--- config.mk ---
export PLATFORM = sky130hd
export DESIGN_NAME = csw_top
export DESIGN_NICKNAME = d
export VERILOG_FILES = /design/src/inc/csw_pkg.sv /design/src/core/csw_top.sv
export VERILOG_INCLUDE_DIRS = /design/src /design/src/inc
export SDC_FILE = /design/constraint.sdc
export NUM_CORES = 1
export LEC_CHECK = 0
export BUFFER_PORTS_ARGS = -buffer_cell sky130_fd_sc_hd__buf_2
export CAP_MARGIN = 20
export CORE_ASPECT_RATIO = 0.8
export CORE_UTILIZATION = 60
export DETAILED_ROUTE_END_ITERATION = 8
export PLACE_DENSITY = 0.8
export SLEW_MARGIN = 10
export SYNTH_ARGS = -nofsm -noshare
export SYNTH_HDL_FRONTEND = slang
export SYNTH_SLANG_ARGS = --single-unit
--- constraint.sdc ---
create_clock -name pclk -period 9.4 [get_ports pclk]
set_input_delay 0.94 -clock pclk [delete_from_list [all_inputs] [get_ports pclk]]
set_output_delay 0.94 -clock pclk [all_outputs]
set_load 0.01 [all_outputs]
--- src/inc/csw_defs.svh ---
// Offsets, field positions, reset values and codes of the chip-select block
`ifndef CSW_DEFS_SVH
`define CSW_DEFS_SVH
`define CSW_OFF_BASE0     8'h00
`define CSW_OFF_OPTION0   8'h10
`define CSW_OFF_CONTROL   8'h20
`define CSW_OFF_STATUS    8'h24
`define CSW_LINES         4
`define CSW_FC_HI         15
`define CSW_FC_LO         13
`define CSW_ADDR_HI       12
`define CSW_ADDR_LO       2
`define CSW_DIR_BIT       1
`define CSW_EN_BIT        0
`define CSW_CMP_SPACE_BIT 0
`define CSW_FC_RESERVED   3'h7
`define CSW_TERM_EXTERNAL 3'h7
`define CSW_BASE0_RESET   16'hc001
`define CSW_BASE_RESET    16'hc000
`define CSW_OPTION_RESET  16'hdffd
`define CSW_CTL_CONFLICT  0
`define CSW_CTL_WPROT     1
`define CSW_CTL_LOCKED    2
`define CSW_CTL_EXTWAIT   3
`define CSW_STS_CONFLICT  0
`define CSW_STS_WPROT     1
`endif

--- src/inc/csw_pkg.sv ---
// Types shared by the chip-select and wait-state block
package csw_pkg;
  typedef enum logic [2:0] {
    CSW_IDLE = 3'b001,
    CSW_WAIT = 3'b010,
    CSW_HOLD = 3'b100
  } csw_state_type;

  typedef struct packed {
    logic        as_n;
    logic [10:0] addr;
    logic [2:0]  fc;
    logic        read;
    logic        ext_master;
    logic        iack;
    logic        locked_write;
    logic        internal;
  } csw_bus_type;

  typedef struct packed {
    csw_bus_type        sync1;
    csw_bus_type        sync2;
    csw_bus_type        sync3;
    csw_bus_type        stable;
    logic [3:0][15:0]   base;
    logic [3:0][15:0]   option;
    logic [3:0]         control;
    logic               conflict_flag;
    logic               write_protect_flag;
    logic               strap_done;
    csw_state_type      fsm;
    logic [2:0]         wait_cnt;
    logic [3:0]         select_n;
    logic               dtack_n;
    logic               berr_n;
    logic               pready;
    logic               pslverr;
    logic [31:0]        prdata;
  } csw_regs_type;
endpackage : csw_pkg

--- src/core/csw_top.sv ---
// Chip-select decoder with wait-state termination and APB register file
//
// The register offsets and the APB register port were decided locally.
`timescale 1ns/1ps
`include "csw_defs.svh"

// What this block does
// - Four select lines, identical decode, each with own termination.
// - Both master kinds decoded; line asserts on strobe fall.
// - Termination is produced only when that block's line asserts.
// - After reset line 0 covers 0 to 8K with six wait states.
// - On-chip accesses select nothing; otherwise line 0 beats 1, 2, 3.
// - Multiple matches: conflict flag, bus error if enabled, one line.
// - Configuration register writes never raise bus error.
// - Read-only against write-only overlap is no conflict.
// - Write to read-only block: protect flag, maybe bus error, no line.
// - Only total system reset restores configuration defaults.
// - On-chip RAM and register accesses activate no line.
// - No match during interrupt acknowledge cycles.
// - Locked write portion waits only when locked-wait enable set, or when its block uses external termination (111).
// - Base register: code 15-13, address 12-2, direction 1, enable 0.
// - Space code 111 in a block never asserts its line.
// - Reset base: code 110, address zero, read-only; only line 0 on.
// - Direction bit limits to reads or writes unless option masks it.
// - Parameters change while enabled without disabling first.
// - Extra wait for internally ended external-master cycles when set.
// - Space code compare optional; address bits maskable per option.
// - Option 15-13 gives 0 to 6 waits; 111 means external termination.
// - Mask bit 0 excludes address bit, 1 includes; reset all ones.
// - Zero waits terminate at once; else waits counted on clock.
module csw_top #(
  parameter int ADDR_W = 8
) (
  // Clock and total system reset
  input  wire logic              pclk,
  input  wire logic              presetn,
  // APB slave
  input  wire logic              psel,
  input  wire logic              penable,
  input  wire logic              pwrite,
  input  wire logic [ADDR_W-1:0] paddr,
  input  wire logic [31:0]       pwdata,
  output logic                   pready,
  output logic                   pslverr,
  output logic [31:0]            prdata,
  // Processor bus, asynchronous pins
  input  wire logic              as_n,
  input  wire logic [10:0]       addr_hi,
  input  wire logic [2:0]        space_code,
  input  wire logic              read,
  input  wire logic              ext_master,
  input  wire logic              iack,
  input  wire logic              locked_write,
  input  wire logic              internal_access_indicator,
  // Strap sampled once after reset release
  input  wire logic              disable_core,
  // Selects and termination
  output logic                   select_line_0_n,
  output logic                   select_line_1_n,
  output logic                   select_line_2_n,
  output logic                   select_line_3_n,
  output logic                   dtack_n,
  output logic                   berr_n
);

  csw_pkg::csw_regs_type r;
  csw_pkg::csw_regs_type next_r;
  csw_pkg::csw_bus_type  pins;
  csw_pkg::csw_bus_type  bus;

  logic [3:0]  hit_any;
  logic [3:0]  match;
  logic [3:0]  wp_hit;
  logic        conflict;
  logic        active;
  logic        zero_wait;
  logic [1:0]  winner;
  logic [2:0]  waits;
  logic [2:0]  code;
  logic        excluded;
  logic        wr_take;
  logic [ADDR_W-1:0] off;

  assign pins.as_n         = as_n;
  assign pins.addr         = addr_hi;
  assign pins.fc           = space_code;
  assign pins.read         = read;
  assign pins.ext_master   = ext_master;
  assign pins.iack         = iack;
  assign pins.locked_write = locked_write;
  assign pins.internal     = internal_access_indicator;

  assign bus    = r.stable;
  assign active = ~bus.as_n;
  assign off    = paddr;

  // Per-line compare on settled pin values
  always_comb begin
    excluded = bus.internal | bus.iack;
    for (int i = 0; i < `CSW_LINES; i++) begin
      hit_any[i] = r.base[i][`CSW_EN_BIT]
        & (~r.option[i][`CSW_CMP_SPACE_BIT]
           | (bus.fc == r.base[i][`CSW_FC_HI:`CSW_FC_LO]))
        & (bus.fc != `CSW_FC_RESERVED)
        & (r.base[i][`CSW_FC_HI:`CSW_FC_LO] != `CSW_FC_RESERVED)
        & (((bus.addr ^ r.base[i][`CSW_ADDR_HI:`CSW_ADDR_LO])
            & r.option[i][`CSW_ADDR_HI:`CSW_ADDR_LO]) == 11'h000)
        & ~excluded;
      match[i] = hit_any[i]
        & (~r.option[i][`CSW_DIR_BIT]
           | (r.base[i][`CSW_DIR_BIT] == ~bus.read));
      wp_hit[i] = hit_any[i] & r.option[i][`CSW_DIR_BIT]
        & ~r.base[i][`CSW_DIR_BIT] & ~bus.read;
    end
  end

  // Direction-qualified matches keep read-only/write-only pairs apart
  assign conflict = (match & (match - 4'h1)) != 4'h0;

  always_comb begin
    winner = 2'h3;
    for (int i = `CSW_LINES - 1; i >= 0; i--) begin
      if (match[i]) begin
        winner = 2'(i);
      end
    end
  end

  always_comb begin
    code  = r.option[winner][`CSW_FC_HI:`CSW_FC_LO];
    waits = code;
    if (bus.ext_master && r.control[`CSW_CTL_EXTWAIT]) begin
      waits = code + 3'h1;
    end
    if (bus.locked_write && !r.control[`CSW_CTL_LOCKED]) begin
      waits = 3'h0;
    end
    zero_wait = (waits == 3'h0);
  end

  assign wr_take = psel & penable & r.pready & pwrite;

  always_comb begin
    next_r = r;
    // Three-stage synchroniser; value moves when stages two and three agree
    next_r.sync1  = pins;
    next_r.sync2  = r.sync1;
    next_r.sync3  = r.sync2;
    next_r.stable = (r.sync2 & r.sync3) | (r.stable & (r.sync2 ^ r.sync3));

    // Strap is static, so one look after release is enough
    if (!r.strap_done) begin
      next_r.strap_done = 1'b1;
      if (disable_core) begin
        for (int i = 0; i < `CSW_LINES; i++) begin
          next_r.base[i][`CSW_EN_BIT] = 1'b0;
        end
      end
    end

    // APB: one wait-free access phase, answered by a registered pready
    next_r.pready  = psel & ~penable & ~r.pready;
    next_r.pslverr = 1'b0;
    if (psel && !penable && !r.pready) begin
      next_r.prdata  = 32'h0000_0000;
      next_r.pslverr = 1'b1;
      for (int i = 0; i < `CSW_LINES; i++) begin
        if (off == ADDR_W'(`CSW_OFF_BASE0 + 4 * i)) begin
          next_r.prdata  = {16'h0000, r.base[i]};
          next_r.pslverr = 1'b0;
        end
        if (off == ADDR_W'(`CSW_OFF_OPTION0 + 4 * i)) begin
          next_r.prdata  = {16'h0000, r.option[i]};
          next_r.pslverr = 1'b0;
        end
      end
      if (off == ADDR_W'(`CSW_OFF_CONTROL)) begin
        next_r.prdata  = {28'h000_0000, r.control};
        next_r.pslverr = 1'b0;
      end
      if (off == ADDR_W'(`CSW_OFF_STATUS)) begin
        next_r.prdata  = {27'h000_0000, r.fsm, r.write_protect_flag,
                          r.conflict_flag};
        next_r.pslverr = 1'b0;
      end
    end

    // Writes land at once, even on an enabled line; never a bus error
    if (wr_take) begin
      for (int i = 0; i < `CSW_LINES; i++) begin
        if (off == ADDR_W'(`CSW_OFF_BASE0 + 4 * i)) begin
          next_r.base[i] = pwdata[15:0];
        end
        if (off == ADDR_W'(`CSW_OFF_OPTION0 + 4 * i)) begin
          next_r.option[i] = pwdata[15:0];
        end
      end
      if (off == ADDR_W'(`CSW_OFF_CONTROL)) begin
        next_r.control = pwdata[3:0];
      end
      if (off == ADDR_W'(`CSW_OFF_STATUS)) begin
        if (pwdata[`CSW_STS_CONFLICT]) begin
          next_r.conflict_flag = 1'b0;
        end
        if (pwdata[`CSW_STS_WPROT]) begin
          next_r.write_protect_flag = 1'b0;
        end
      end
    end

    // Bus cycle sequencer
    unique case (r.fsm)
      csw_pkg::CSW_IDLE: begin
        if (active) begin
          next_r.fsm = csw_pkg::CSW_HOLD;
          if (conflict) begin
            next_r.conflict_flag = 1'b1;
            if (r.control[`CSW_CTL_CONFLICT]) begin
              next_r.berr_n = 1'b0;
            end
          end
          if (wp_hit != 4'h0) begin
            next_r.write_protect_flag = 1'b1;
            if (r.control[`CSW_CTL_WPROT]) begin
              next_r.berr_n = 1'b0;
            end
          end
          if (match != 4'h0) begin
            next_r.select_n[winner] = 1'b0;
            if (code == `CSW_TERM_EXTERNAL) begin
              next_r.fsm = csw_pkg::CSW_HOLD;
            end else if (zero_wait) begin
              next_r.dtack_n = 1'b0;
            end else begin
              next_r.wait_cnt = waits;
              next_r.fsm      = csw_pkg::CSW_WAIT;
            end
          end
        end
      end
      csw_pkg::CSW_WAIT: begin
        if (!active) begin
          next_r.fsm = csw_pkg::CSW_IDLE;
        end else if (r.wait_cnt == 3'h1) begin
          next_r.dtack_n = 1'b0;
          next_r.fsm     = csw_pkg::CSW_HOLD;
        end else begin
          next_r.wait_cnt = r.wait_cnt - 3'h1;
        end
      end
      csw_pkg::CSW_HOLD: begin
        if (!active) begin
          next_r.fsm = csw_pkg::CSW_IDLE;
        end
      end
      default: begin
        next_r.fsm = csw_pkg::CSW_IDLE;
      end
    endcase
    if (r.fsm != csw_pkg::CSW_IDLE && !active) begin
      next_r.select_n = 4'hf;
      next_r.dtack_n  = 1'b1;
      next_r.berr_n   = 1'b1;
      next_r.wait_cnt = 3'h0;
    end
  end

  // Total system reset is the only reset of this state
  always_ff @(posedge pclk or negedge presetn) begin
    if (!presetn) begin
      r.sync1              <= '1;
      r.sync2              <= '1;
      r.sync3              <= '1;
      r.stable             <= '1;
      r.base[0]            <= `CSW_BASE0_RESET;
      r.base[1]            <= `CSW_BASE_RESET;
      r.base[2]            <= `CSW_BASE_RESET;
      r.base[3]            <= `CSW_BASE_RESET;
      r.option             <= {4{`CSW_OPTION_RESET}};
      r.control            <= 4'h0;
      r.conflict_flag      <= 1'b0;
      r.write_protect_flag <= 1'b0;
      r.strap_done         <= 1'b0;
      r.fsm                <= csw_pkg::CSW_IDLE;
      r.wait_cnt           <= 3'h0;
      r.select_n           <= 4'hf;
      r.dtack_n            <= 1'b1;
      r.berr_n             <= 1'b1;
      r.pready             <= 1'b0;
      r.pslverr            <= 1'b0;
      r.prdata             <= 32'h0000_0000;
    end else begin
      r <= next_r;
    end
  end

  assign pready          = r.pready;
  assign pslverr         = r.pslverr;
  assign prdata          = r.prdata;
  assign select_line_0_n = r.select_n[0];
  assign select_line_1_n = r.select_n[1];
  assign select_line_2_n = r.select_n[2];
  assign select_line_3_n = r.select_n[3];
  assign dtack_n         = r.dtack_n;
  assign berr_n          = r.berr_n;

  logic start;
  assign start = (r.fsm == csw_pkg::CSW_IDLE) && active;
endmodule : csw_top

Word level (Yosys, flattened, before mapping)
Index checks and enable logic that the tools add are counted.
{ "totals": {"in_bits": 66, "word_cells": 286, "out_inout_bits": 40, "regBits": 261} }
{ "op_classes": {"n_reduce_logical": 35, "order_cmp": 2, "bitwise_logic": 81, "n_eq_ne": 40, "mux": 69, "addsub": 3} }
{ "ops": {"columns": ["op", "count"], "rows": [
  ["two-way mux 33 bit", 11],
  ["two-way mux 16 bit", 8],
  ["two-way mux 119 bit", 1],
  ["AND 11 bit", 4],
  ["logical NOT 11 bit", 4],
  ["bitwise XOR 11 bit", 4],
  ["!= test 3 bit (second input constant)", 14],
  ["AND 1 bit", 41],
  ["AND 20 bit", 2],
  ["binary-select mux 16 bit (select 2 bit)", 1],
  ["== test 8 x 5 -> 1 bit (second input constant)", 4],
  ["two-way mux 3 bit", 9],
  ["two-way mux 1 bit", 24],
  ["OR 20 bit", 1],
  ["AND reduction 2 bit", 10],
  ["bitwise XOR 20 bit", 1],
  ["== test 8 x 4 -> 1 bit (second input constant)", 2],
  ["== test 8 x 6 -> 1 bit (second input constant)", 2],
  ["NOT 1 bit", 16],
  ["AND reduction 7 bit", 2],
  ["== test 3 bit", 4],
  ["two-way mux 12 bit", 1],
  ["nonzero test 4 bit", 3],
  ["two-way mux 11 bit", 1],
  ["31 further kinds", 60]
]} }

Depth between registers and ports, before layout
Gate-level depths: netlist of the first run.
{ "logic_depth": {"word_depth": 23, "ltp_mapped": 16, "ltp_nobuf": 15} }

Least setup slack after synthesis of the first run
OpenSTA, ideal clock, no wires.
{ "synth_timing": {"path_kind": "flip-flop to flip-flop", "from": "register r (netlist bit bus[15])", "to": "register r[40] in the netlist's numbering", "path_buffers": 1, "path_slack_ps": 5593, "setup_ps": 165, "arrival_time_ps": 3642, "synth_period_minus_slack_ps": 3807, "stages_incl_launch_ff": 16, "required_ps": 9235, "path_cell_list": "dfstp_2 clkbuf_1 xor2_1 a222oi_1 nand4_1 or3_1 o22a_1 and2_2 ha_1 ha_1 nor2_1 nor3_1 a211oi_1 nand2_1 o211ai_1 a41oi_2"} }
{ "synth_via": {"elab_chain_cells": 20, "elab_cells_between_ends": 45, "cone_classes": "add/sub (1); eq/ne (4); mux (13); bitwise (20); reduce/logical (7)"} }
{ "synth_rtl": {"columns": ["element", "line", "rtl"], "rows": [
  ["from (decl)", "csw_top.sv:66", "csw_pkg::csw_regs_type r;"],
  ["from (signal assigned)", "csw_top.sv:293", "r <= next_r;"],
  ["bitwise XOR 11 bit", "csw_top.sv:106", "& (((bus.addr ^ r.base[i][`CSW_ADDR_HI:`CSW_ADDR_LO])"],
  ["AND 11 bit", "csw_top.sv:106", null],
  ["logical NOT 11 bit", "csw_top.sv:106", null],
  ["AND 1 bit (2 in series)", "csw_top.sv:101", "hit_any[i] = r.base[i][`CSW_EN_BIT]"],
  ["AND 1 bit", "csw_top.sv:109", "match[i] = hit_any[i]"],
  ["two-way mux 1 bit", "csw_top.sv:123", "if (match[i]) begin"],
  ["two-way mux 2 bit (2 in series)", "csw_top.sv:123", null],
  ["binary-select mux 16 bit (select 2 bit)", "csw_top.sv:130", "code = r.option[winner][`CSW_FC_HI:`CSW_FC_LO];"],
  ["(+2 left out)", null, null],
  ["two-way mux 3 bit", "csw_top.sv:132", "if (bus.ext_master && r.control[`CSW_CTL_EXTWAIT]) begin"],
  ["two-way mux 3 bit", "csw_top.sv:135", "if (bus.locked_write && !r.control[`CSW_CTL_LOCKED]) begin"],
  ["two-way mux 6 bit", "csw_top.sv:232", "end else if (zero_wait) begin"],
  ["two-way mux 3 bit", "csw_top.sv:230", "if (code == `CSW_TERM_EXTERNAL) begin"],
  ["two-way mux 11 bit", "csw_top.sv:228", "if (match != 4'h0) begin"],
  ["two-way mux 12 bit", "csw_top.sv:214", "if (active) begin"],
  ["one-hot mux 3 bit (2 select lines)", "csw_top.sv:212", "unique case (r.fsm)"],
  ["two-way mux 9 bit", "csw_top.sv:260", "if (r.fsm != csw_pkg::CSW_IDLE && !active) begin"]
]} }
Parallel ways exist; a longest one is shown, timed or not. The select of a mux whose other input is x is not followed.
A chain may end at the register's enable or synchronous reset.

Worst setup path after layout of the first run
{ "layout_timing": {"from": "register r (netlist bit bus[7])", "to": "register r[40] in the netlist's numbering"} }
{ "layout_via": {"elab_chain_cells": 22, "elab_cells_between_ends": 54, "cone_classes": "add/sub (1); eq/ne (9); mux (13); bitwise (28); reduce/logical (3)"} }
{ "layout_rtl": {"columns": ["element", "line", "rtl"], "rows": [
  ["== test 3 bit", "csw_top.sv:103", "| (bus.fc == r.base[i][`CSW_FC_HI:`CSW_FC_LO]))"],
  ["OR 1 bit", "csw_top.sv:102", "& (~r.option[i][`CSW_CMP_SPACE_BIT]"],
  ["AND 1 bit (5 in series)", "csw_top.sv:101", null],
  ["AND 1 bit", "csw_top.sv:109", null],
  ["two-way mux 1 bit", "csw_top.sv:123", null],
  ["two-way mux 2 bit (2 in series)", "csw_top.sv:123", null],
  ["binary-select mux 16 bit (select 2 bit)", "csw_top.sv:130", null],
  ["two-way mux 16 bit (not written as such)", "csw_top.sv:130", null],
  ["adder 3 x 1 -> 3 bit", "csw_top.sv:133", "waits = code + 3'h1;"],
  ["two-way mux 3 bit", "csw_top.sv:132", null],
  ["two-way mux 3 bit", "csw_top.sv:135", null],
  ["two-way mux 6 bit", "csw_top.sv:232", null],
  ["two-way mux 3 bit", "csw_top.sv:230", null],
  ["two-way mux 11 bit", "csw_top.sv:228", null],
  ["two-way mux 12 bit", "csw_top.sv:214", null],
  ["one-hot mux 3 bit (2 select lines)", "csw_top.sv:212", null],
  ["two-way mux 9 bit", "csw_top.sv:260", null]
]} }
Parallel ways exist; a longest one is shown, timed or not. The select of a mux whose other input is x is not followed.

==> results of run 1 <==
## layer usage
metal | part of all wire | vias up
met2 | 0.44 | 369
met4 | 0.019 | 2
met5 | 0.0017 | -
li1 | - | 3387
met3 | 0.10 | 46
met1 | 0.44 | 3872
## kinds of logic after synthesis
logic type                 after synthesis  share of synthesized area
other                                    2                  0.0006596
adders and majority gates               28                    0.03055
buffers and inverters                   86                    0.04209
and+or+nand+nor                        163                    0.07286
AOI/OAI and AO/OA                      193                     0.1274
xor gates and xnor gates                61                    0.04692
DFF                                    245                     0.5552
muxes                                  126                     0.1244
## stage by stage
stage | instance area [sq um] | util | setup WS (ns) | total power (W) | hold slack [ns]
after floorplan | 11440 | - | 5.593 | 0.001310 | 0.3452
after global placement | 11780 | 0.6424 | 4.978 | 0.001381 | 0.3456
after detailed placement | 11780 | 0.6424 | 4.855 | 0.001386 | 0.3469
after CTS | 12540 | 0.6838 | 4.816 | 0.002305 | 0.3530
after global routing | 12560 | 0.6853 | 4.436 | 0.002382 | 0.3588
final | 12560 | 0.6853 | 4.722 | 0.002292 | 0.3504
## flip-flops by register name, indices dropped and copies added (netlist names), 16 cells and up
| signal | flops |
|---|---|
| r | 161 |
| next_r | 40 |
| prdata | 16 |
| bus | 20 |
## worst paths after layout
| check | startpoint | endpoint | slack [ns] | cells past startpoint |
|---|---|---|---|---|
| max | bus[7]$_DFF_PN1_ | r[40]$_DFFE_PN0P_ | 4.72 | 14 |
| min | next_r[240]$_DFF_PN1_ | next_r[220]$_DFF_PN1_ | 0.35 | 0 |
| max reg2reg | bus[7]$_DFF_PN1_ | r[40]$_DFFE_PN0P_ | 4.72 | 14 |
| min reg2reg | next_r[240]$_DFF_PN1_ | next_r[220]$_DFF_PN1_ | 0.35 | 0 |
| max in group asynchronous | presetn | r[127]$_DFFE_PN0P_ | 7.59 | 2 |
| min in group asynchronous | presetn | prdata[12]$_DFFE_PN0P_ | 0.40 | 1 |
## layout make-up
type / count / share of cell area
flip-flops and latches: 245 / 0.5031
multi-input cells: 588 / 0.3705
clock buffers: 36 / 0.05627
repair buffers: 81 / 0.03625
well taps: 253 / 0.02520
inverters: 15 / 0.004482
clock inverters: 7 / 0.004183
## cell usage in the layout, fill, tap and decap left out, types with 6 or more instances in the layout
| master | Yosys | layout |
|---|---|---|
| clkbuf_1 | 32 | 7 |
| a221oi_1 | 15 | 15 |
| conb_1 | 2 | 17 |
| nand3_1 | 12 | 12 |
| a31oi_1 | 16 | 16 |
| dfrtp_1 | 93 | 93 |
| clkbuf_16 | 0 | 25 |
| a21oi_1 | 11 | 11 |
| a222oi_1 | 19 | 19 |
| buf_2 | 0 | 72 |
| a21o_1 | 27 | 27 |
| inv_1 | 14 | 14 |
| dfstp_2 | 152 | 152 |
| nor2_1 | 35 | 30 |
| a22oi_1 | 32 | 32 |
| buf_4 | 35 | 7 |
| and2_1 | 8 | 8 |
| o21ai_0 | 32 | 32 |
| nand2_1 | 53 | 53 |
| ha_1 | 27 | 27 |
| mux2_2 | 124 | 124 |
| nand4_1 | 6 | 6 |
| nor3_1 | 9 | 9 |
| nand2b_1 | 7 | 7 |
| xor2_1 | 56 | 56 |
## critical path, cell delays in order (launching register included)
cell	delay [ns]
dfstp_2	0.43
a311o_1	0.50
a221oi_2	0.30
nand3_2	0.13
nor4b_1	0.81
mux2i_1	0.31
a21oi_2	0.13
ha_1	0.22
ha_1	0.23
nor2_1	0.11
nor3_1	0.05
a211oi_1	0.79
nand2_1	0.25
o211ai_1	0.18
a41oi_2	0.05
## power by group through the flow
stage	sequential, W	combinational [W]	clock, W
global route	0.00117	0.000235	0.000979
finish	0.00116	0.000211	0.000919
global placement	0.00118	0.000204	0
CTS	0.00116	0.000209	0.000934
floorplan	0.00116	0.000153	0
detailed placement	0.00118	0.000207	0
==> impl_metrics.csv, run 1 <==
group,metric,value,unit
cts,cts_resized,0,
global_routing,use_met3,0.06516,
die,die-width,156.0,microns
cts,cts_root_buffer,"clkbuf_16",
logic_synthesis,synth_enable_flop_cells,0,
timing,clock.fmax,0.2138,GHz
timing,worstMarginPinSlew,1.127,ns
timing,drv_slew,0,
global_routing,overflow,0,
route,vias,7676,
worst_setup_path,start_kind,"flop",
logic_synthesis,ys_ff_latch,245,
finish,regArea,6321,sq um
logic_synthesis,yosysWarnings,0,
cts,clk_latency,0.53,ns
logic_synthesis,syn_avg_cell_area,12.60,sq um
die,die_area,19530,sq um
logic_synthesis,seq_area_frac_synth,0.5552,
power,switchingPower,0.0005670,W
power,static-leakage-power,5.799,nW
global_routing,grt_pass1_wl,41.07,mm
worst_setup_path,path_class,"flop to flop",
cts,cts_max_level,1,
logic_synthesis,synthFlopType,"dfstp_2",
worst_setup_path,cp.arrival,5.02,ns
cts,cts_hold_buf,0,
timing,finalSetupViolCount,0,
logic_synthesis,synth-async-reset-ratio,1.000,
power,clkPwrFrac,0.401,
placed_design,port_buffers,73,
logic_synthesis,yosysTopAreaCellShare,0.3508,
die,start_util,0.6211,
timing,rsz0062_at_grt,"no",
finish,layoutNonFillerInstCount,1225,
cts,cts.clk_slew.worst_paths,0.06,ns
power,powerDensity,182.4,nW/um^2
finish,area_delta_synth_final,10.34,%
global_routing,groute.usage.overall,0.2761,
global_routing,antenna_found_initial,0,
cts,clock-sinks,245,
logic_synthesis,synth_cells,904,
die,die_y,125.2,microns
timing,skew,0.02236,ns
finish,multi_input_area,4654,sq um
die,ioPinCount,106,
hold_path,hp-class,"flop to flop",
route,routedWlPerCell,21.57,microns
timing,period_share,0.4977,
placed_design,dp_hpwl,17.12,mm
global_routing,top_usage_layer,"met1",
route,postRouteAntennaNets,0,
global_routing,grt_use_met1,0.4137,
route,first_pass_iters,7,
timing,slew_headroom,0.2477,
global_routing,grt_use_met2,0.4020,
power,ir_drop,0.0001548,V
route,drcViolationCount,0,
worst_setup_path,critPathRequiredTime,9.74,ns
logic_synthesis,synthTopCellsByArea,"dfstp_2, dfrtp_1, mux2_2, xor2_1, ha_1",
logic_synthesis,syn_area,11390,sq um
power,pwr-share-comb,0.092,
outcome,outcome,"completed",
placed_design,place_congestion,0.9152,
worst_setup_path,critPathCaptureType,"flop",
cts,tritoncts,"done",
logic_synthesis,synth_most_common_cell,"dfstp_2",
logic_synthesis,synth_cell_types,72,
route,via_per_inst,6.266,
flow_run,max-cap-violations,0,
cts,postCtsSetupRepairBufs,0,
route,drt_first_iter_violations,836,
global_routing,grt_max_degree,84,
power,power_frac_seq,0.507,
power,swShare,0.2474,
die,core_region_area,18330,sq um
logic_synthesis,synthTopCellsByCount,"dfstp_2, mux2_2, dfrtp_1",
logic_synthesis,yosysTopAreaCell,"dfstp_2",
finish,drive_gt1_frac,0.4290,
placed_design,dp_cells,1181,
timing,hold_viol,0,
route,drt-total-wl,26.42,mm
worst_setup_path,cp_max_fo,8,
finish,final_nets,1048,
timing,setup-tns-final,0,ns
global_routing,grt_pass1_vias,7326,
timing,finalCriticalPeriod,4.678,ns
finish,nFillCells,1358,
die,rows,44,
finish,antennaDiodeCount,0,
cts,cts_buffers,24,
cts,cts_max_path_buffers,3,
power,p_int,0.001725,W
(Power assumes the default switching activity.)
==> run 2: changes to the inputs <==
==> constraint.sdc (replaced) <==
create_clock -name pclk -period 4.4 [get_ports pclk]
set_input_delay 0.44 -clock pclk [delete_from_list [all_inputs] [get_ports pclk]]
set_output_delay 0.44 -clock pclk [all_outputs]
set_load 0.01 [all_outputs]
==> impl_metrics.csv, run 2 (synthesis results as in run 1) <==
group,metric,value,unit
outcome,outcome,"finished with violations",
outcome,violations,"negative hold slack",
timing,finalCriticalPeriod,4.116,ns
worst_setup_path,r2r_cells,13,
finish,area_delta_synth_final,11.92,%
placed_design,dp_hpwl,17.57,mm
cts,cts_root_buffer,"clkbuf_16",
worst_setup_path,critPathCaptureType,"flop",
finish,layout_common_cells,"dfstp_2, mux2_2, dfrtp_1",
finish,top_register,"r",
finish,largest_register_ff_count,161,
route,top_layer_used,"met4",
finish,regArea,6321,sq um
route,wl_met3,2.550,mm
hold_path,hp-class,"input port to async pin",
die,die-width,156.0,microns
cts,cts.clk_slew.worst_paths,0.06,ns
route,routedWlPerCell,21.33,microns
timing,period_share,0.9354,
timing,slew_headroom,0.2639,
power,ir_drop,0.0003395,V
die,die_area,19530,sq um
worst_setup_path,r2r_end,"r[40]$_DFFE_PN0P_",
die,ioPinCount,106,
timing,setup-tns-final,0,ns
finish,multi_input_area,4642,sq um
route,drt-total-wl,26.60,mm
worst_setup_path,path_class,"flop to flop",
die,die_y,125.2,microns
global_routing,overflow,0,
route,drcViolationCount,0,
finish,final_nets,1069,
worst_setup_path,r2r-start,"bus[7]$_DFF_PN1_",
cts,postCtsSetupRepairBufs,0,
placed_design,placed_area,11830,sq um
route,postRouteAntennaNets,0,
placed_design,place_congestion,0.9105,
finish,antennaDiodeCount,0,
timing,worstMarginPinSlew,1.101,ns
global_routing,groute.usage.overall,0.2786,
route,via_per_inst,6.160,
worst_setup_path,r2r_setup_slack,0.28,ns
global_routing,grt_max_degree,122,
route,wl_met1,11.43,mm
route,vias,7682,
placed_design,port_buffers,73,
timing,fin_hold_ws,-0.01433,ns
timing,finalSetupViolCount,0,
die,start_util,0.6211,
timing,drv_slew,0,
route,first_pass_iters,6,
worst_setup_path,cp.arrival,4.55,ns
finish,nFillCells,1312,
cts,tritoncts,"done",
finish,layout_commonest_cell,"dfstp_2",
timing,rsz0062_at_grt,"no",
cts,cts_max_level,1,
cts,cts_max_path_buffers,3,
timing,hold_viol,6,
cts,cts_buffers,24,
worst_setup_path,start_kind,"flop",
finish,finish.instance_area,12740,sq um
route,drt_first_iter_violations,690,
power,static-leakage-power,5.894,nW
cts,clk_latency,0.53,ns
global_routing,grt_pass1_vias,7437,
global_routing,grt_pass1_wl,41.32,mm
global_routing,antenna_found_initial,0,
power,powerDensity,387.0,nW/um^2
timing,clock.fmax,0.2430,GHz
worst_setup_path,cp_max_fo,6,
power,power,0.004932,W
finish,drive_gt1_frac,0.4205,
cts,clock-sinks,245,
timing,skew,0.01462,ns
worst_setup_path,critPathRequiredTime,4.83,ns
route,dr_wl_met2,11.94,mm
die,rows,44,
flow_run,max-cap-violations,0,
die,core_region_area,18330,sq um
[run 2: final cells by class]
| cell class | instances | share of cell area |
|---|---|---|
| flip-flops and latches | 245 | 0.4960 |
| multi-input cells | 588 | 0.3643 |
| clock buffers | 36 | 0.05380 |
| repair buffers | 102 | 0.05047 |
| well taps | 253 | 0.02484 |
| clock inverters | 8 | 0.006186 |
| inverters | 15 | 0.004418 |
[run 2: layer usage]
metal | vias to the layer above | track usage
li1 | 3425 | -
met1 | 3837 | 0.3967
met2 | 364 | 0.4165
met3 | 56 | 0.07522
met4 | 0 | 0.08997
met5 | - | 0
[run 2: what timing repair did]
item / 4_1_cts / 5_1_grt
endpoints found under the hold margin: 12 / 3
gates resized for setup: 0 / 0
hold buffers: 12 / 3
[run 2: worst max path at each step]
| stage | cells after the start | startpoint | to | slack (ns) |
|---|---|---|---|---|
| 6_report | 13 | bus[7]$_DFF_PN1_ | r[40]$_DFFE_PN0P_ | 0.28 |
| 5_1_grt | 13 | bus[7]$_DFF_PN1_ | r[40]$_DFFE_PN0P_ | 0.12 |
| 4_1_cts | 13 | bus[7]$_DFF_PN1_ | r[40]$_DFFE_PN0P_ | 0.37 |
| 3_5_place_dp | 13 | bus[7]$_DFF_PN1_ | dtack_n$_DFFE_PN1P_ | 0.43 |
| 3_3_place_gp | 13 | bus[7]$_DFF_PN1_ | dtack_n$_DFFE_PN1P_ | 0.51 |
| 2_1_floorplan | 15 | bus[15]$_DFF_PN1_ | r[40]$_DFFE_PN0P_ | 0.59 |
[run 2: worst max-delay path, stage by stage (launching register included)]
cell      delay (ns)
dfstp_2         0.42
a311o_1         0.48
a221oi_1        0.26
nand4_1         0.32
o311ai_0        0.74
o22ai_1         0.21
a21oi_2         0.29
ha_1            0.21
ha_1            0.24
nor3_1          0.21
nand3_1         0.17
o311ai_4        0.17
a21boi_2        0.13
a41oi_2         0.18
[run 2: metrics by stage]
step                      setup WS (ns)  instances    util
after floorplan                  0.5934        919       -
after global placement           0.5138       1188  0.6452
after detailed placement         0.4274       1188  0.6452
after CTS                        0.3661       1244  0.6935
after global routing             0.1188       1247  0.6951
final                            0.2841       1247  0.6951
[run 2: power breakdown]
part	switching [W]	leakage [nW]	total [W]	internal (W)
combinational	0.000279	2.65	0.000468	0.000189
clock	0.000842	0.375	0.00198	0.00114
sequential	0.0000858	2.87	0.00248	0.00240
